[src/logic/nfh_pkg.sv]
package nfh_pkg;

  //////////////////////////////////////////////////////////////////////////////
  // Timing
  localparam int CLK_HZ = 25_000_000;
  localparam int CLK_MHZ = CLK_HZ / 1_000_000;
  localparam int POWERUP_NS = 10_000;
  localparam int POWERUP_CYC = (POWERUP_NS * CLK_MHZ + 999) / 1000;
  localparam int STROBE_NS = 25;
  localparam int STROBE_CYC = (STROBE_NS * CLK_MHZ + 999) / 1000;
  localparam int BUSY_DELAY_NS = 100;
  localparam int BUSY_DELAY_CYC = (BUSY_DELAY_NS * CLK_MHZ + 999) / 1000;
  localparam int READ_LOW_CYC = STROBE_CYC + 3;
  localparam int CNT_W = 9;

  //////////////////////////////////////////////////////////////////////////////
  // Flash command bytes
  localparam logic [7:0] CMD_ERASE_SETUP = 8'h60;
  localparam logic [7:0] CMD_ERASE_CONFIRM = 8'hD0;
  localparam logic [7:0] CMD_STATUS = 8'h70;
  localparam logic [7:0] CMD_IDENTIFY = 8'h90;
  localparam logic [7:0] CMD_RESET = 8'hFF;
  localparam logic [7:0] IDENTIFY_ADDR = 8'h00;

  // Flash status byte fields
  localparam int ST_FAIL_BIT = 0;
  localparam int ST_READY_BIT = 6;
  localparam int ST_WP_BIT = 7;
  localparam logic [7:0] ST_RESET_VAL = 8'hC0;

  // Block address is row bits A14..A24; A9..A13 sent as zero
  localparam int BLOCK_W = 11;
  localparam int PAGE_BITS = 5;

  //////////////////////////////////////////////////////////////////////////////
  // Controller registers (byte offsets)
  localparam int ADDR_W = 8;
  localparam logic [7:0] REG_CTRL = 8'h00;
  localparam logic [7:0] REG_BLOCK = 8'h04;
  localparam logic [7:0] REG_CMD = 8'h08;
  localparam logic [7:0] REG_STATUS = 8'h0C;
  localparam logic [7:0] REG_ID = 8'h10;
  localparam logic [7:0] REG_LAST = REG_ID;
  localparam logic CTRL_WP_RESET = 1'b0;
  localparam logic [BLOCK_W-1:0] BLOCK_RESET = 11'h000;
  localparam logic [1:0] RESP_OKAY = 2'h0;
  localparam logic [1:0] RESP_SLVERR = 2'h2;

  // STATUS register fields
  localparam int SR_BUSY = 0;
  localparam int SR_POWER_OK = 1;
  localparam int SR_RB = 2;
  localparam int SR_REFUSED = 3;
  localparam int SR_FAIL = 4;
  localparam int SR_FLASH_LSB = 8;

  typedef enum logic [2:0] {
    OpNone = 3'h0,
    OpErase = 3'h1,
    OpStatus = 3'h2,
    OpIdentify = 3'h3,
    OpReset = 3'h4
  } nfh_op_t;

  typedef enum logic [2:0] {ActCmd, ActAddr, ActRead, ActWait, ActEnd} nfh_act_t;

  function automatic logic regMapped(input logic [ADDR_W-1:0] addr);
    regMapped = (addr[1:0] == 2'h0) && (addr <= REG_LAST);
  endfunction : regMapped

endpackage : nfh_pkg

[src/logic/nfh_sync.sv]
`timescale 1ns/1ns
`default_nettype none
module nfh_sync #(
  parameter int WIDTH = 1
) (
  input wire logic core_clk,
  input wire logic sys_rst,
  input wire logic [WIDTH-1:0] asyncIn,
  output logic [WIDTH-1:0] syncOut
);

  logic [WIDTH-1:0] stage1_q;

  // Two flops; the first is read only by the second
  always_ff @(posedge core_clk) begin
    if (sys_rst) begin
      stage1_q <= '0;
      syncOut <= '0;
    end else begin
      stage1_q <= asyncIn;
      syncOut <= stage1_q;
    end
  end

endmodule : nfh_sync
`default_nettype wire

[src/logic/nfh_axil_slave.sv]
`timescale 1ns/1ns
`default_nettype none
module nfh_axil_slave (
  input wire logic core_clk,
  input wire logic sys_rst,
  input wire logic [nfh_pkg::ADDR_W-1:0] s_axi_awaddr,
  input wire logic s_axi_awvalid,
  output logic s_axi_awready,
  input wire logic [31:0] s_axi_wdata,
  input wire logic [3:0] s_axi_wstrb,
  input wire logic s_axi_wvalid,
  output logic s_axi_wready,
  output logic [1:0] s_axi_bresp,
  output logic s_axi_bvalid,
  input wire logic s_axi_bready,
  input wire logic [nfh_pkg::ADDR_W-1:0] s_axi_araddr,
  input wire logic s_axi_arvalid,
  output logic s_axi_arready,
  output logic [31:0] s_axi_rdata,
  output logic [1:0] s_axi_rresp,
  output logic s_axi_rvalid,
  input wire logic s_axi_rready,
  output logic regWe,
  output logic [nfh_pkg::ADDR_W-1:0] regWaddr,
  output logic [31:0] regWdata,
  output logic [3:0] regWstrb,
  output logic [nfh_pkg::ADDR_W-1:0] regRaddr,
  input wire logic [31:0] regRdata
);

  logic awHeld_q;
  logic wHeld_q;
  logic [nfh_pkg::ADDR_W-1:0] awAddr_q;
  logic [31:0] wData_q;
  logic [3:0] wStrb_q;
  logic doWrite;

  assign s_axi_awready = !awHeld_q && !s_axi_bvalid;
  assign s_axi_wready = !wHeld_q && !s_axi_bvalid;
  assign s_axi_arready = !s_axi_rvalid;
  assign doWrite = awHeld_q && wHeld_q && !s_axi_bvalid;
  assign regWe = doWrite && nfh_pkg::regMapped(awAddr_q);
  assign regWaddr = awAddr_q;
  assign regWdata = wData_q;
  assign regWstrb = wStrb_q;
  assign regRaddr = s_axi_araddr;

  //////////////////////////////////////////////////////////////////////////////
  // Write address and data, taken in either order
  always_ff @(posedge core_clk) begin
    if (sys_rst) begin
      awHeld_q <= 1'b0;
      wHeld_q <= 1'b0;
      awAddr_q <= '0;
      wData_q <= '0;
      wStrb_q <= '0;
    end else if (doWrite) begin
      awHeld_q <= 1'b0;
      wHeld_q <= 1'b0;
    end else begin
      if (s_axi_awvalid && s_axi_awready) begin
        awHeld_q <= 1'b1;
        awAddr_q <= s_axi_awaddr;
      end
      if (s_axi_wvalid && s_axi_wready) begin
        wHeld_q <= 1'b1;
        wData_q <= s_axi_wdata;
        wStrb_q <= s_axi_wstrb;
      end
    end
  end

  // Write response
  always_ff @(posedge core_clk) begin
    if (sys_rst) begin
      s_axi_bvalid <= 1'b0;
      s_axi_bresp <= nfh_pkg::RESP_OKAY;
    end else if (doWrite) begin
      s_axi_bvalid <= 1'b1;
      s_axi_bresp <= nfh_pkg::regMapped(awAddr_q) ? nfh_pkg::RESP_OKAY : nfh_pkg::RESP_SLVERR;
    end else if (s_axi_bready) begin
      s_axi_bvalid <= 1'b0;
    end
  end

  //////////////////////////////////////////////////////////////////////////////
  // Read channel, answer one cycle after the address
  always_ff @(posedge core_clk) begin
    if (sys_rst) begin
      s_axi_rvalid <= 1'b0;
      s_axi_rdata <= '0;
      s_axi_rresp <= nfh_pkg::RESP_OKAY;
    end else if (s_axi_arvalid && s_axi_arready) begin
      s_axi_rvalid <= 1'b1;
      s_axi_rdata <= nfh_pkg::regMapped(s_axi_araddr) ? regRdata : 32'h0000_0000;
      s_axi_rresp <= nfh_pkg::regMapped(s_axi_araddr) ? nfh_pkg::RESP_OKAY : nfh_pkg::RESP_SLVERR;
    end else if (s_axi_rready) begin
      s_axi_rvalid <= 1'b0;
    end
  end

endmodule : nfh_axil_slave
`default_nettype wire

[src/logic/nfh_ctrl.sv]
`timescale 1ns/1ns
`default_nettype none
// How it works
// - Erase: setup command then two address cycles
// - Erase runs only after the confirm command
// - Status mode lasts until a new command
// - Identify command plus one zero address cycle
// - Wait 10 us after power-up; hold protect low (protect follows CTRL bit 0, low from reset but writable during the wait)
module nfh_ctrl (
  input wire logic core_clk,
  input wire logic sys_rst,
  input wire logic [nfh_pkg::ADDR_W-1:0] s_axi_awaddr,
  input wire logic s_axi_awvalid,
  output logic s_axi_awready,
  input wire logic [31:0] s_axi_wdata,
  input wire logic [3:0] s_axi_wstrb,
  input wire logic s_axi_wvalid,
  output logic s_axi_wready,
  output logic [1:0] s_axi_bresp,
  output logic s_axi_bvalid,
  input wire logic s_axi_bready,
  input wire logic [nfh_pkg::ADDR_W-1:0] s_axi_araddr,
  input wire logic s_axi_arvalid,
  output logic s_axi_arready,
  output logic [31:0] s_axi_rdata,
  output logic [1:0] s_axi_rresp,
  output logic s_axi_rvalid,
  input wire logic s_axi_rready,
  output logic chipSelN,
  output logic cmdLatch,
  output logic addrLatch,
  output logic writeStrobeN,
  output logic read_strobe_n,
  output logic writeProtectN,
  output logic [7:0] ioOut,
  output logic ioOe,
  input wire logic [7:0] ioIn,
  input wire logic readyBusyIn
);

  typedef enum {StPower, StIdle, StFetch, StLow, StHigh, StWaitDelay, StWaitReady} nfh_state_t;

  nfh_state_t state_q;
  nfh_pkg::nfh_op_t op_q;
  nfh_pkg::nfh_act_t act;
  logic [3:0] step_q;
  logic [nfh_pkg::CNT_W-1:0] cnt_q;
  logic readIdx_q;
  logic wpN_q;
  logic [nfh_pkg::BLOCK_W-1:0] block_q;
  logic refused_q;
  logic [7:0] flashStatus_q;
  logic [7:0] makerId_q;
  logic [7:0] deviceId_q;
  logic [7:0] stepByte;
  logic [15:0] rowAddr;
  logic regWe;
  logic [nfh_pkg::ADDR_W-1:0] regWaddr;
  logic [31:0] regWdata;
  logic [3:0] regWstrb;
  logic [nfh_pkg::ADDR_W-1:0] regRaddr;
  logic [31:0] regRdata;
  logic [7:0] ioSync;
  logic readyBusySync;
  logic startOp;
  nfh_pkg::nfh_op_t reqOp;

  //////////////////////////////////////////////////////////////////////////////
  // Bus slave and pin synchronisers
  nfh_axil_slave uSlave (
    .core_clk(core_clk),
    .sys_rst(sys_rst),
    .s_axi_awaddr(s_axi_awaddr),
    .s_axi_awvalid(s_axi_awvalid),
    .s_axi_awready(s_axi_awready),
    .s_axi_wdata(s_axi_wdata),
    .s_axi_wstrb(s_axi_wstrb),
    .s_axi_wvalid(s_axi_wvalid),
    .s_axi_wready(s_axi_wready),
    .s_axi_bresp(s_axi_bresp),
    .s_axi_bvalid(s_axi_bvalid),
    .s_axi_bready(s_axi_bready),
    .s_axi_araddr(s_axi_araddr),
    .s_axi_arvalid(s_axi_arvalid),
    .s_axi_arready(s_axi_arready),
    .s_axi_rdata(s_axi_rdata),
    .s_axi_rresp(s_axi_rresp),
    .s_axi_rvalid(s_axi_rvalid),
    .s_axi_rready(s_axi_rready),
    .regWe(regWe),
    .regWaddr(regWaddr),
    .regWdata(regWdata),
    .regWstrb(regWstrb),
    .regRaddr(regRaddr),
    .regRdata(regRdata)
  );

  nfh_sync #(.WIDTH(9)) uSync (
    .core_clk(core_clk),
    .sys_rst(sys_rst),
    .asyncIn({readyBusyIn, ioIn}),
    .syncOut({readyBusySync, ioSync})
  );

  //////////////////////////////////////////////////////////////////////////////
  // Command sequences, one action per step
  function automatic nfh_pkg::nfh_act_t stepAct(input nfh_pkg::nfh_op_t op, input logic [3:0] step);
    stepAct = nfh_pkg::ActEnd;
    unique case (op)
      nfh_pkg::OpErase: begin
        unique case (step)
          4'h0, 4'h3, 4'h5: stepAct = nfh_pkg::ActCmd;
          4'h1, 4'h2: stepAct = nfh_pkg::ActAddr;
          4'h4: stepAct = nfh_pkg::ActWait;
          4'h6: stepAct = nfh_pkg::ActRead;
          default: stepAct = nfh_pkg::ActEnd;
        endcase
      end
      nfh_pkg::OpStatus: begin
        stepAct = (step == 4'h0) ? nfh_pkg::ActCmd :
                  (step == 4'h1) ? nfh_pkg::ActRead : nfh_pkg::ActEnd;
      end
      nfh_pkg::OpIdentify: begin
        unique case (step)
          4'h0: stepAct = nfh_pkg::ActCmd;
          4'h1: stepAct = nfh_pkg::ActAddr;
          4'h2, 4'h3: stepAct = nfh_pkg::ActRead;
          default: stepAct = nfh_pkg::ActEnd;
        endcase
      end
      nfh_pkg::OpReset: begin
        stepAct = (step == 4'h0) ? nfh_pkg::ActCmd :
                  (step == 4'h1) ? nfh_pkg::ActWait : nfh_pkg::ActEnd;
      end
      default: stepAct = nfh_pkg::ActEnd;
    endcase
  endfunction : stepAct

  assign rowAddr = {block_q, {nfh_pkg::PAGE_BITS{1'b0}}};
  assign act = stepAct(op_q, step_q);

  always_comb begin
    stepByte = 8'h00;
    unique case (op_q)
      nfh_pkg::OpErase: begin
        unique case (step_q)
          4'h0: stepByte = nfh_pkg::CMD_ERASE_SETUP;
          4'h1: stepByte = rowAddr[7:0];
          4'h2: stepByte = rowAddr[15:8];
          4'h3: stepByte = nfh_pkg::CMD_ERASE_CONFIRM;
          default: stepByte = nfh_pkg::CMD_STATUS;
        endcase
      end
      nfh_pkg::OpStatus: stepByte = nfh_pkg::CMD_STATUS;
      nfh_pkg::OpIdentify: begin
        stepByte = (step_q == 4'h0) ? nfh_pkg::CMD_IDENTIFY : nfh_pkg::IDENTIFY_ADDR;
      end
      nfh_pkg::OpReset: stepByte = nfh_pkg::CMD_RESET;
      default: stepByte = 8'h00;
    endcase
  end

  //////////////////////////////////////////////////////////////////////////////
  // Software registers
  assign reqOp = nfh_pkg::nfh_op_t'(regWdata[2:0]);
  assign startOp = regWe && (regWaddr == nfh_pkg::REG_CMD) && regWstrb[0] && (state_q == StIdle)
                   && readyBusySync && (reqOp != nfh_pkg::OpNone) && (regWdata[2:0] <= 3'h4);

  always_ff @(posedge core_clk) begin
    if (sys_rst) begin
      wpN_q <= nfh_pkg::CTRL_WP_RESET;
      block_q <= nfh_pkg::BLOCK_RESET;
    end else if (regWe) begin
      if (regWaddr == nfh_pkg::REG_CTRL && regWstrb[0]) begin
        wpN_q <= regWdata[0];
      end
      if (regWaddr == nfh_pkg::REG_BLOCK && regWstrb[0]) begin
        block_q[7:0] <= regWdata[7:0];
      end
      if (regWaddr == nfh_pkg::REG_BLOCK && regWstrb[1]) begin
        block_q[10:8] <= regWdata[10:8];
      end
    end
  end

  // Refused command flag, cleared by the next accepted command
  always_ff @(posedge core_clk) begin
    if (sys_rst) begin
      refused_q <= 1'b0;
    end else if (regWe && regWaddr == nfh_pkg::REG_CMD && regWstrb[0]) begin
      refused_q <= !startOp;
    end
  end

  always_comb begin
    regRdata = 32'h0000_0000;
    unique case (regRaddr)
      nfh_pkg::REG_CTRL: regRdata[0] = wpN_q;
      nfh_pkg::REG_BLOCK: regRdata[nfh_pkg::BLOCK_W-1:0] = block_q;
      nfh_pkg::REG_STATUS: begin
        regRdata[nfh_pkg::SR_BUSY] = (state_q != StIdle);
        regRdata[nfh_pkg::SR_POWER_OK] = (state_q != StPower);
        regRdata[nfh_pkg::SR_RB] = readyBusySync;
        regRdata[nfh_pkg::SR_REFUSED] = refused_q;
        regRdata[nfh_pkg::SR_FAIL] = flashStatus_q[nfh_pkg::ST_FAIL_BIT];
        regRdata[nfh_pkg::SR_FLASH_LSB +: 8] = flashStatus_q;
      end
      nfh_pkg::REG_ID: regRdata[15:0] = {deviceId_q, makerId_q};
      default: regRdata = 32'h0000_0000;
    endcase
  end

  //////////////////////////////////////////////////////////////////////////////
  // Sequencer
  always_ff @(posedge core_clk) begin
    if (sys_rst) begin
      state_q <= StPower;
      op_q <= nfh_pkg::OpNone;
      step_q <= 4'h0;
      cnt_q <= nfh_pkg::CNT_W'(nfh_pkg::POWERUP_CYC);
      readIdx_q <= 1'b0;
    end else begin
      unique case (state_q)
        StPower: begin
          if (cnt_q == '0) begin
            state_q <= StIdle;
          end else begin
            cnt_q <= cnt_q - 1'b1;
          end
        end
        StIdle: begin
          if (startOp) begin
            op_q <= reqOp;
            step_q <= 4'h0;
            readIdx_q <= 1'b0;
            state_q <= StFetch;
          end
        end
        StFetch: begin
          unique case (act)
            nfh_pkg::ActCmd, nfh_pkg::ActAddr: begin
              cnt_q <= nfh_pkg::CNT_W'(nfh_pkg::STROBE_CYC);
              state_q <= StLow;
            end
            nfh_pkg::ActRead: begin
              cnt_q <= nfh_pkg::CNT_W'(nfh_pkg::READ_LOW_CYC);
              state_q <= StLow;
            end
            nfh_pkg::ActWait: begin
              cnt_q <= nfh_pkg::CNT_W'(nfh_pkg::BUSY_DELAY_CYC);
              state_q <= StWaitDelay;
            end
            nfh_pkg::ActEnd: state_q <= StIdle;
          endcase
        end
        StLow: begin
          if (cnt_q <= 1) begin
            cnt_q <= nfh_pkg::CNT_W'(nfh_pkg::STROBE_CYC);
            state_q <= StHigh;
          end else begin
            cnt_q <= cnt_q - 1'b1;
          end
          if (cnt_q <= 1 && act == nfh_pkg::ActRead) begin
            readIdx_q <= !readIdx_q;
          end
        end
        StHigh: begin
          if (cnt_q <= 1) begin
            step_q <= step_q + 1'b1;
            state_q <= StFetch;
          end else begin
            cnt_q <= cnt_q - 1'b1;
          end
        end
        StWaitDelay: begin
          if (cnt_q <= 1) begin
            state_q <= StWaitReady;
          end else begin
            cnt_q <= cnt_q - 1'b1;
          end
        end
        StWaitReady: begin
          if (readyBusySync) begin
            step_q <= step_q + 1'b1;
            state_q <= StFetch;
          end
        end
      endcase
    end
  end

  // Bytes read back from the flash
  always_ff @(posedge core_clk) begin
    if (sys_rst) begin
      flashStatus_q <= nfh_pkg::ST_RESET_VAL;
      makerId_q <= 8'h00;
      deviceId_q <= 8'h00;
    end else if (state_q == StLow && cnt_q <= 1 && act == nfh_pkg::ActRead) begin
      if (op_q == nfh_pkg::OpIdentify) begin
        if (readIdx_q) begin
          deviceId_q <= ioSync;
        end else begin
          makerId_q <= ioSync;
        end
      end else begin
        flashStatus_q <= ioSync;
      end
    end
  end

  //////////////////////////////////////////////////////////////////////////////
  // Flash pins
  always_ff @(posedge core_clk) begin
    if (sys_rst) begin
      chipSelN <= 1'b1;
      cmdLatch <= 1'b0;
      addrLatch <= 1'b0;
      writeStrobeN <= 1'b1;
      read_strobe_n <= 1'b1;
      ioOut <= 8'h00;
      ioOe <= 1'b0;
    end else begin
      chipSelN <= (state_q == StIdle || state_q == StPower) && !startOp;
      if (state_q == StFetch) begin
        cmdLatch <= (act == nfh_pkg::ActCmd);
        addrLatch <= (act == nfh_pkg::ActAddr);
        writeStrobeN <= !(act == nfh_pkg::ActCmd || act == nfh_pkg::ActAddr);
        read_strobe_n <= (act != nfh_pkg::ActRead);
        ioOe <= (act == nfh_pkg::ActCmd || act == nfh_pkg::ActAddr);
        ioOut <= stepByte;
      end else if (state_q == StLow && cnt_q <= 1) begin
        writeStrobeN <= 1'b1;
        read_strobe_n <= 1'b1;
      end else if (state_q != StHigh && state_q != StLow) begin
        cmdLatch <= 1'b0;
        addrLatch <= 1'b0;
        ioOe <= 1'b0;
      end
    end
  end

  assign writeProtectN = wpN_q;

endmodule : nfh_ctrl
`default_nettype wire

[config.mk]
export PLATFORM = sky130hd
export DESIGN_NAME = nfh_ctrl
export DESIGN_NICKNAME = d
export VERILOG_FILES = /design/src/logic/nfh_pkg.sv /design/src/logic/nfh_sync.sv /design/src/logic/nfh_axil_slave.sv /design/src/logic/nfh_ctrl.sv
export SDC_FILE = /design/constraint.sdc
export NUM_CORES = 1
export LEC_CHECK = 0
export BUFFER_PORTS_ARGS = -buffer_cell sky130_fd_sc_hd__buf_2
export CAP_MARGIN = 20
export CORE_ASPECT_RATIO = 0.8
export CORE_MARGIN = 4
export CORE_UTILIZATION = 45
export CTS_CLUSTER_SIZE = 25
export DETAILED_ROUTE_END_ITERATION = 8
export GPL_ROUTABILITY_DRIVEN = 0
export PLACE_DENSITY = 0.68
export SKIP_CTS_REPAIR_TIMING = 1
export SLEW_MARGIN = 20
export SYNTH_ARGS = -nofsm -noshare
export SYNTH_HDL_FRONTEND = slang
export SYNTH_SLANG_ARGS = --single-unit
[constraint.sdc]
create_clock -name core_clk -period 4.7 [get_ports core_clk]
set_input_delay 0.94 -clock core_clk [delete_from_list [all_inputs] [get_ports core_clk]]
set_output_delay 0.94 -clock core_clk [all_outputs]
set_load 0.05 [all_outputs]
==> impl_metrics.csv, run 1 <==
group,metric,value,unit
status,outcome,"finished clean",
setup_path,cp_slowest_cell,"and3_1",
global_route,grt_first_pass_wirelength,24600,um
yosys,syn_inst,682,
layout,fin_nets,819,
setup_path,critPathMaxStageDelay,0.69,ns
layout,diodes,0,
yosys,ys_warn_count,0,
global_route,grtUsageTotal,0.206,
global_route,grt_max_degree,57,
yosys,yosysSeqAreaShare,0.454,
drt,via_per_inst,5.58,
clocking,cts-root-buf,"clkbuf_16",
clocking,insertion_delay,0.42,ns
setup_path,reg2reg_slack,1.84,ns
setup_path,critPathMostFrequentCell,"nor2_1",
yosys,synth_flop_cell,"dfxtp_1",
yosys,yosysTopAreaCell,"dfxtp_1",
yosys,synth_top_family_by_area,"simple AND/OR/NAND/NOR gates",
pwr,seq_power_share,0.435,
setup_path,crit_chain,"inv_1, ha_1, nor2_1, a221oi_2, a31oi_1, and3_1, mux2i_1, nor2_1",
die,initial_core_util,0.468,
timing,clock_skew,0.00837,ns
clocking,cts_tree,"yes",
drt,vias,5180,
placement,place_area,6220,um2
pwr,p_int,2010,uW
die,fp.dieW,135,um
setup_path,start_kind,"flop",
global_route,antenna_found_initial,0,
setup_path,cp_top_family,"simple AND/OR/NAND/NOR gates",
yosys,synthSimpleGateAreaFrac,0.236,
pwr,comb_power_share,0.065,
timing,rsz0062_at_grt,"no",
setup_path,arrival,3.14,ns
yosys,synth_xor_area_frac,0.00301,
clocking,clk_pin_slew,0.06,ns
placement,portBuffers,82,
drt,dr.pass1.iters,7,
drt,drc,0,
die,die_h,110,um
yosys,async_flop_share,0,
pwr,ir_drop,0.335,mV
timing,slew_headroom,0.388,
pwr,p_sw,689,uW
pwr,clkPwrFrac,0.500,
drt,drtIter0Drc,532,
timing,setup_viol,0,
setup_path,cp_num_buf_inv,1,
clocking,max-clock-path-buffers,2,
global_route,grt_pass1_vias,4999,
die,std_cell_rows,36,
timing,tightest_slew,0.915,ns
setup_path,worstSetupPathType,"reg2reg",
die,io_pins,124,
yosys,synthMuxAreaShare,0.0533,
timing,worst_hold_slack,0.436,ns
layout,area_delta_synth_final,17.3,%
yosys,ys_top_cells_by_area,"dfxtp_1 45%, nand2_1 5.6%, mux2i_1 5.3%",
flow_run,maxCapViolations,0,
layout,final_area,6830,um2
timing,fmax,350,MHz
pwr,p_leak,0.00273,uW
yosys,synth_adder_area_share,0.0129,
yosys,synth-edff-count,0,
timing,period_minus_slack,2.86,ns
setup_path,endpoint_kind,"flop",
global_route,grt_overflow_total,0,
yosys,yosysTopAreaCellShare,0.454,
setup_path,crit_fanout,12,
drt,ant_nets,0,
drt,wirelength,15100,um
timing,slew_violations,0,
die,core_area,12400,um2
placement,dpl.hpwl,10600,um
yosys,synthDistinctLibCells,67,
timing,setup_tns,0,ns
min_path,hold_path_class,"reg2reg",
yosys,avgSynthCellArea,8.53,um2
die,dieArea,14800,um2
yosys,synth_compound_area_frac,0.180,
clocking,h-tree-depth,4,
yosys,ys_ff_latch,132,
timing,period_share,0.609,
timing,hold_viol_final,0,
clocking,cts_num_sinks,132,
clocking,cts_buffers,17,
drt,wire_per_inst,16.3,um
yosys,synthesis.area,5820,um2
pwr,switching_share,0.255,
layout,drive_above_1_share,0.182,
setup_path,required,4.98,ns
pwr,p_per_area,395,nW/um2
worst register-to-register path, stage by stage, from the launching register on:
cell and delay (ns):
dfxtp_1 0.41, inv_1 0.09, ha_1 0.35, nor2_1 0.19, a221oi_2 0.09, a31oi_1 0.57
and3_1 0.69, mux2i_1 0.28, nor2_1 0.05
layout make-up:
cell class	instances	area (um2)
multi-input cells	499	2890
repair buffers	84	428
flip-flops and latches	132	2640
well taps	171	214
inverters	11	41.3
clock buffers	18	439
fillers	1159	5610
clock inverters	14	169
synthesized netlist by cell type (2+ instances only):
library cell  number
or4_1              2
nor3_2             2
or2_2              2
nand3b_1           3
a221oi_1           3
nor2b_1           25
o211ai_1           2
o21ai_1            6
a311oi_1           2
o31ai_1            2
and2_1             4
o211a_1            2
a21oi_1           61
inv_1             11
and3_1             5
nor4_2             2
nor3_1            21
nor4b_1            2
buf_2              9
nor4_4             2
a21oi_2            2
clkbuf_1          26
a31o_2             2
a31oi_1            4
nor3b_1            5
buf_4             20
o21bai_1           2
mux2i_1           31
a211oi_1           2
a22oi_1           10
nor4_1             3
nor2_1            75
or3b_2             2
nand2b_1           8
o2111ai_1          3
ha_1               6
nand2_1           87
or3_1              4
nand3_1           15
o21ai_0           40
a2111oi_0          2
dfxtp_1          132
a222oi_1           7
a221o_1            3
final timing paths:
path,endpoint,from,depth (start not counted)
max,deviceId_q[1],step_q[1],8
min,uSync.syncOut[1],uSync.stage1_q[1],1
max reg2reg,deviceId_q[1],step_q[1],8
min reg2reg,uSync.syncOut[1],uSync.stage1_q[1],1
per-stage QoR:
step | std cells | total power (uW) | util | setup WS, ns
after floorplan | 699 | 1330 | - | 2.19
after global placement | 897 | 1370 | 0.500 | 1.62
after detailed placement | 897 | 1370 | 0.500 | 1.60
after CTS | 929 | 2710 | 0.549 | 1.90
after global routing | 929 | 2780 | 0.549 | 1.57
final | 929 | 2700 | 0.549 | 1.84
state kept, by name (all words and copies together) (netlist names), 9 cells and up:
name and cells:
uSlave.s_axi_rdata 16, block_q 11, uSlave.regWdata 11, cnt_q 9, uSync.stage1_q 9, uSync.syncOut 9
logic make-up (layout without fill, tap and decap cells):
logic type	Yosys count	in the layout
other	1	18
AO/OA/AOI/OAI	166	166
XOR/XNOR	2	2
adder cells (fa/ha/maj)	6	6
multiplexers	31	31
buffers and inverters	68	127
AND/OR/NAND/NOR	276	276
flip-flops	132	132
per-layer routing:
layer	GRT usage	up-vias	wire length (um)	share of wire
li1	-	2496	-	-
met5	0	-	0	0
met2	0.321	223	6930	0.46
met1	0.269	2435	6730	0.44
met3	0.0668	26	1210	0.080
met4	0.0755	0	263	0.017
layout by cell type (no fill, tap or decap), types with 4 or more instances in the layout:
cell / count
a21oi_1: 61
a222oi_1: 7
a22oi_1: 10
a31oi_1: 4
and2_1: 4
and3_1: 5
buf_2: 81
clkbuf_16: 17
clkinv_4: 4
conb_1: 18
dfxtp_1: 132
ha_1: 6
inv_1: 11
mux2i_1: 31
nand2_1: 87
nand2b_1: 8
nand3_1: 15
nor2_1: 74
nor2b_1: 25
nor3_1: 21
nor3b_1: 5
o21ai_0: 40
o21ai_1: 6
or3_1: 4
power by group through the flow:
stage               sequential, uW  combinational (uW)  clock (uW)
floorplan                     1200                 133           0
global placement              1200                 171           0
detailed placement            1200                 175           0
CTS                           1170                 176        1360
global route                  1180                 193        1410
finish                        1170                 176        1350
(Power assumes the default switching activity.)
==> run 2, diff against run 1 <==
--- a/config.mk
+++ b/config.mk
@@ -5,6 +5,7 @@
 export SDC_FILE = /design/constraint.sdc
 export NUM_CORES = 1
 export LEC_CHECK = 0
+export ABC_AREA = 1
 export BUFFER_PORTS_ARGS = -buffer_cell sky130_fd_sc_hd__buf_2
 export CAP_MARGIN = 20
 export CORE_ASPECT_RATIO = 0.8
@@ -13,7 +14,7 @@
 export CTS_CLUSTER_SIZE = 25
 export DETAILED_ROUTE_END_ITERATION = 8
 export GPL_ROUTABILITY_DRIVEN = 0
-export PLACE_DENSITY = 0.68
+export PLACE_DENSITY = 0.7
 export SKIP_CTS_REPAIR_TIMING = 1
 export SLEW_MARGIN = 20
 export SYNTH_ARGS = -nofsm -noshare
==> constraint.sdc (replaced) <==
create_clock -name core_clk -period 2.41 [get_ports core_clk]
set_input_delay 0.482 -clock core_clk [delete_from_list [all_inputs] [get_ports core_clk]]
set_output_delay 0.482 -clock core_clk [all_outputs]
set_load 0.05 [all_outputs]
==> impl_metrics.csv, run 2 <==
group,metric,value,unit
layout,drive_above_1_share,0.177,
yosys,synth-edff-count,0,
die,io_pins,124,
clocking,insertion_delay,0.41,ns
timing,hold_viol_final,0,
timing,period_share,0.898,
layout,seqCellArea,2640,um2
clocking,cts_buffers,17,
layout,largest_reg_flops,16,
yosys,synthDistinctLibCells,47,
yosys,ys_top_cells_by_area,"dfxtp_1 43%, nand2_1 11%, a21oi_1 6.8%",
setup_path,worstSetupPathType,"reg2reg",
yosys,avgSynthCellArea,7.16,um2
layout,top_regs,"uSlave.s_axi_rdata x16, block_q x11, uSlave.regWdata x11",
global_route,antenna_found_initial,0,
setup_path,required,2.75,ns
clocking,cts_tree,"yes",
setup_path,critPathMaxStageDelay,0.40,ns
placement,dp_cells,1104,
die,core_area,13500,um2
die,fp.dieW,139,um
drt,drc,0,
yosys,ys_ff_latch,132,
timing,setup_viol,0,
global_route,grtUsageTotal,0.189,
layout,area_delta_synth_final,18.2,%
placement,dpl.hpwl,10500,um
layout,instances_no_fill,1135,
yosys,yosysSeqAreaShare,0.427,
pwr,p_leak,0.00323,uW
yosys,synthesis.area,6190,um2
timing,tightest_slew,0.712,ns
die,initial_core_util,0.458,
global_route,grt_overflow_total,0,
layout,fin_nets,1017,
yosys,yosysTopAreaCell,"dfxtp_1",
timing,setup_tns,0,ns
drt,drtIter0Drc,495,
setup_path,crit_chain,"inv_1, ha_1, inv_1, nand3_1, inv_2, nand2_1, nand3_2, nand3_4, nor3_4, nor2_1, nor2_1",
global_route,grt_first_pass_wirelength,24500,um
clocking,cts_num_sinks,132,
yosys,ys_warn_count,0,
timing,fmax,462,MHz
die,std_cell_rows,38,
clocking,h-tree-depth,4,
setup_path,endpoint_kind,"flop",
yosys,yosysTopAreaCellShare,0.427,
yosys,synth.most_common_cell,"nand2_1",
layout,top_register,"uSlave.s_axi_rdata",
drt,dr.pass1.iters,5,
timing,rsz0062_at_grt,"no",
yosys,synth.top_cells.by_count,"184 x nand2_1, 132 x dfxtp_1, 98 x inv_1",
timing,slew_violations,0,
setup_path,crit_fanout,8,
layout,fillerInstances,1311,
min_path,hold_path_class,"in2reg",
yosys,async_flop_share,0,
drt,wire_per_inst,13.0,um
drt,vias,5553,
yosys,synth_flop_cell,"dfxtp_1",
clocking,clk_pin_slew,0.06,ns
pwr,ir_drop,0.562,mV
global_route,grt_pass1_vias,4914,
timing,period_minus_slack,2.17,ns
layout,layout_commonest_cell,"nand2_1",
clocking,cts-root-buf,"clkbuf_16",
setup_path,arrival,2.51,ns
setup_path,cp_slowest_cell,"dfxtp_1",
timing,slew_headroom,0.524,
layout,final_cell_mix,"184 x nand2_1, 132 x dfxtp_1, 97 x inv_1, 97 x nor2_1, 84 x a21oi_1",
drt,via_per_inst,4.89,
drt,wirelength,14700,um
layout,diodes,0,
setup_path,start_kind,"flop",
clocking,max-clock-path-buffers,2,
global_route,grt_max_degree,76,
yosys,syn_inst,865,
status,outcome,"finished clean",
pwr,p_per_area,877,nW/um2
layout,multi_input_area,2930,um2
die,die_h,113,um
placement,portBuffers,82,
drt,ant_nets,0,
timing,clock_skew,0.00819,ns
die,dieArea,15700,um2
flow_run,maxCapViolations,0,
## run 2: changes by cell type after synthesis, sizes merged, moves of 7 or more
cell	change
nand2b	-8
inv	+99
mux2i	-31
a222oi	-7
nor2b	-25
clkbuf	-11
nor2	+34
nor3	-14
o21ai	+23
nand2	+103
nand3	+41
a22oi	-9
a21oi	+21
## run 2: final timing paths
kind	from	end	slack, ns	cells after the start
setup / recovery	step_q[0]	deviceId_q[5]	0.24	11
hold / removal	ioIn[7]	uSync.stage1_q[7]	0.27	3
setup reg to reg	step_q[0]	deviceId_q[5]	0.24	11
hold reg to reg	uSync.stage1_q[6]	uSync.syncOut[6]	0.40	2
## run 2: per-layer routing
| layer | global-route usage | share of wire | up-vias |
|---|---|---|---|
| li1 | - | - | 2923 |
| met1 | 0.296 | 0.53 | 2456 |
| met2 | 0.252 | 0.39 | 163 |
| met3 | 0.0520 | 0.068 | 11 |
| met4 | 0.0482 | 0.0092 | 0 |
| met5 | 0 | 0 | - |
## run 2: stage by stage
step / cell area (um2) / utilization / total power (uW) / hold slack (ns) / worst slack, ns
global route: 7320 / 0.542 / 6770 / 0.266 / 0.0785
detailed placement: 6690 / 0.495 / 3760 / 0.395 / 0.269
CTS: 7310 / 0.541 / 6460 / 0.262 / 0.233
floorplan: 6250 / - / 3520 / 0.388 / 0.287
global placement: 6690 / 0.495 / 3740 / 0.397 / 0.355
finish: 7320 / 0.542 / 6420 / 0.271 / 0.245
## run 2: report_power, final
| group | switching [uW] | internal [uW] | total [uW] | leakage [uW] |
|---|---|---|---|---|
| Clock | 941 | 1750 | 2690 | 0.000295 |
| Combinational | 831 | 393 | 1220 | 0.00186 |
| Sequential | 163 | 2340 | 2500 | 0.00108 |
## run 2: cells by family after synthesis
group / Yosys count / synth area share
xor gates and xnor gates: 7 / 0.00990
DFF: 132 / 0.427
buffers and inverters: 160 / 0.112
adders and majority gates: 6 / 0.0121
other: 1 / 0.000606
AOI/OAI and AO/OA: 179 / 0.158
and+or+nand+nor: 380 / 0.281
## run 2: layout make-up
type	count	share of cell area
multi-input cells	590	0.400
clock buffers	19	0.0605
repair buffers	90	0.0660
inverters	112	0.0574
well taps	180	0.0308
flip-flops and latches	132	0.361
clock inverters	12	0.0244
## run 2: worst max-delay path, delay by kind of cell, from the launching register on
kind	cells	cell delay, ns
buf+inv	3	0.30
flops	1	0.40
fa+ha+maj	1	0.28
simple gates	7	1.12
==> run 3, diff against run 2 <==
--- a/config.mk
+++ b/config.mk
@@ -14,7 +14,7 @@
 export CTS_CLUSTER_SIZE = 25
 export DETAILED_ROUTE_END_ITERATION = 8
 export GPL_ROUTABILITY_DRIVEN = 0
-export PLACE_DENSITY = 0.7
+export PLACE_DENSITY = 0.67
 export SKIP_CTS_REPAIR_TIMING = 1
 export SLEW_MARGIN = 20
 export SYNTH_ARGS = -nofsm -noshare
==> constraint.sdc (replaced) <==
create_clock -name core_clk -period 2.4 [get_ports core_clk]
set_input_delay 0.48 -clock core_clk [delete_from_list [all_inputs] [get_ports core_clk]]
set_output_delay 0.48 -clock core_clk [all_outputs]
set_load 0.05 [all_outputs]
==> impl_metrics.csv, run 3 (synthesis results as in run 2) <==
group,metric,value,unit
global_route,antenna_found_initial,0,
flow_run,maxCapViolations,0,
die,initial_core_util,0.458,
timing,slew_violations,0,
die,fp.dieW,139,um
layout,drive_above_1_share,0.177,
drt,dr.pass1.iters,5,
layout,area_delta_synth_final,17.0,%
timing,rsz0062_at_grt,"no",
drt,drtIter0Drc,504,
setup_path,critPathMaxStageDelay,0.39,ns
drt,vias,5490,
clocking,max-clock-path-buffers,2,
drt,drc,0,
timing,hold_viol_final,0,
setup_path,endpoint_kind,"flop",
global_route,grt_first_pass_wirelength,24700,um
placement,portBuffers,82,
setup_path,cp_slowest_cell,"dfxtp_1",
clocking,cts_num_sinks,132,
placement,dp_slack,0.288,ns
layout,top_regs,"uSlave.s_axi_rdata x16, block_q x11, uSlave.regWdata x11",
setup_path,start_kind,"flop",
die,die_h,113,um
setup_path,reg2reg_slack,0.30,ns
layout,largest_reg_flops,16,
global_route,grt_pass1_vias,4933,
placement,dpl.hpwl,10500,um
drt,wire_per_inst,13.3,um
layout,layout_commonest_cell,"nand2_1",
pwr,p_leak,0.00321,uW
clocking,h-tree-depth,4,
drt,wirelength,15100,um
clocking,clk_pin_slew,0.05,ns
layout,diodes,0,
drt,via_per_inst,4.84,
layout,fillerInstances,1378,
layout,final_cell_mix,"184 x nand2_1, 132 x dfxtp_1, 97 x inv_1, 97 x nor2_1, 84 x a21oi_1",
layout,top_register,"uSlave.s_axi_rdata",
clocking,cts-root-buf,"clkbuf_16",
clocking,insertion_delay,0.42,ns
setup_path,crit_fanout,8,
clocking,cts_buffers,17,
timing,setup_viol,0,
global_route,grtUsageTotal,0.193,
timing,fmax,476,MHz
timing,period_share,0.876,
timing,clock_skew,0.00574,ns
layout,fin_nets,1018,
setup_path,required,2.76,ns
pwr,p_per_area,845,nW/um2
timing,tightest_slew,0.708,ns
pwr,ir_drop,0.545,mV
clocking,cts_tree,"yes",
die,io_pins,124,
layout,postLayoutCoreUtil,0.537,
setup_path,crit_chain,"inv_1, ha_1, inv_1, nand3_1, inv_2, nand2_1, nand3_2, nand3_4, nor3_4, nor2_1, nor2_1",
setup_path,worstSetupPathType,"reg2reg",
die,core_area,13500,um2
global_route,grt_overflow_total,0,
die,dieArea,15700,um2
min_path,hold_path_class,"in2reg",
global_route,grt_max_degree,76,
status,outcome,"finished clean",
timing,setup_tns,0,ns
die,std_cell_rows,38,
drt,ant_nets,0,
timing,fin_ws,0.298,ns
timing,period_minus_slack,2.10,ns
timing,slew_headroom,0.527,
setup_path,arrival,2.46,ns
==> run 3: cell types whose count changed in the layout (fill, tap and decap cells not counted) <==
cell,previous run,this run
clkinvlp_4,3,2
buf_4,7,8
clkinv_4,2,0
clkinv_2,2,6
bufinv_16,4,1
clkbuf_8,1,2
==> run 3: final cells by class <==
class | instances | area (um2) | share of cell area
multi-input combinational | 590 | 2930 | 0.404
tap | 180 | 225 | 0.0311
inverter | 112 | 420 | 0.0580
timing repair buffer | 91 | 490 | 0.0677
clock buffer | 20 | 457 | 0.0630
clock inverter | 10 | 83.8 | 0.0116
sequential | 132 | 2640 | 0.365
==> run 3: routing by layer <==
layer  up-vias  GRT usage  routed length [um]
li1       2921          -                   -
met1      2390      0.297                8130
met2       164      0.255                5680
met3        15     0.0583                1060
met4         0     0.0619                 185
met5         -          0                   0
==> run 3: critical path: cells and delay by family, from the launching register on <==
kind / cells / cell delay, ns
buf+inv: 3 / 0.28
flops: 1 / 0.39
fa+ha+maj: 1 / 0.27
simple gates: 7 / 1.08
==> run 3: power by group <==
part           switching, uW  total (uW)  internal (uW)
logic                    837        1230            395
registers                167        2520           2350
clock network            918        2370           1450
==> run 3: stage by stage <==
stage	cell area, um2	hold slack [ns]	std cells	total power, uW
finish	7250	0.257	1135	6120
detailed placement	6700	0.392	1105	3780
global placement	6700	0.395	1105	3760
floorplan	6250	0.388	882	3540
global route	7250	0.255	1135	6470
CTS	7240	0.242	1135	6160
==> run 3: final timing paths <==
| check | start | endpoint | cells past startpoint |
|---|---|---|---|
| worst max register to register | step_q[0] | deviceId_q[3] | 11 |
| worst min-delay path | ioIn[6] | uSync.stage1_q[6] | 3 |
| worst max-delay path | step_q[0] | deviceId_q[3] | 11 |
| worst min register to register | uSync.stage1_q[4] | uSync.syncOut[4] | 2 |
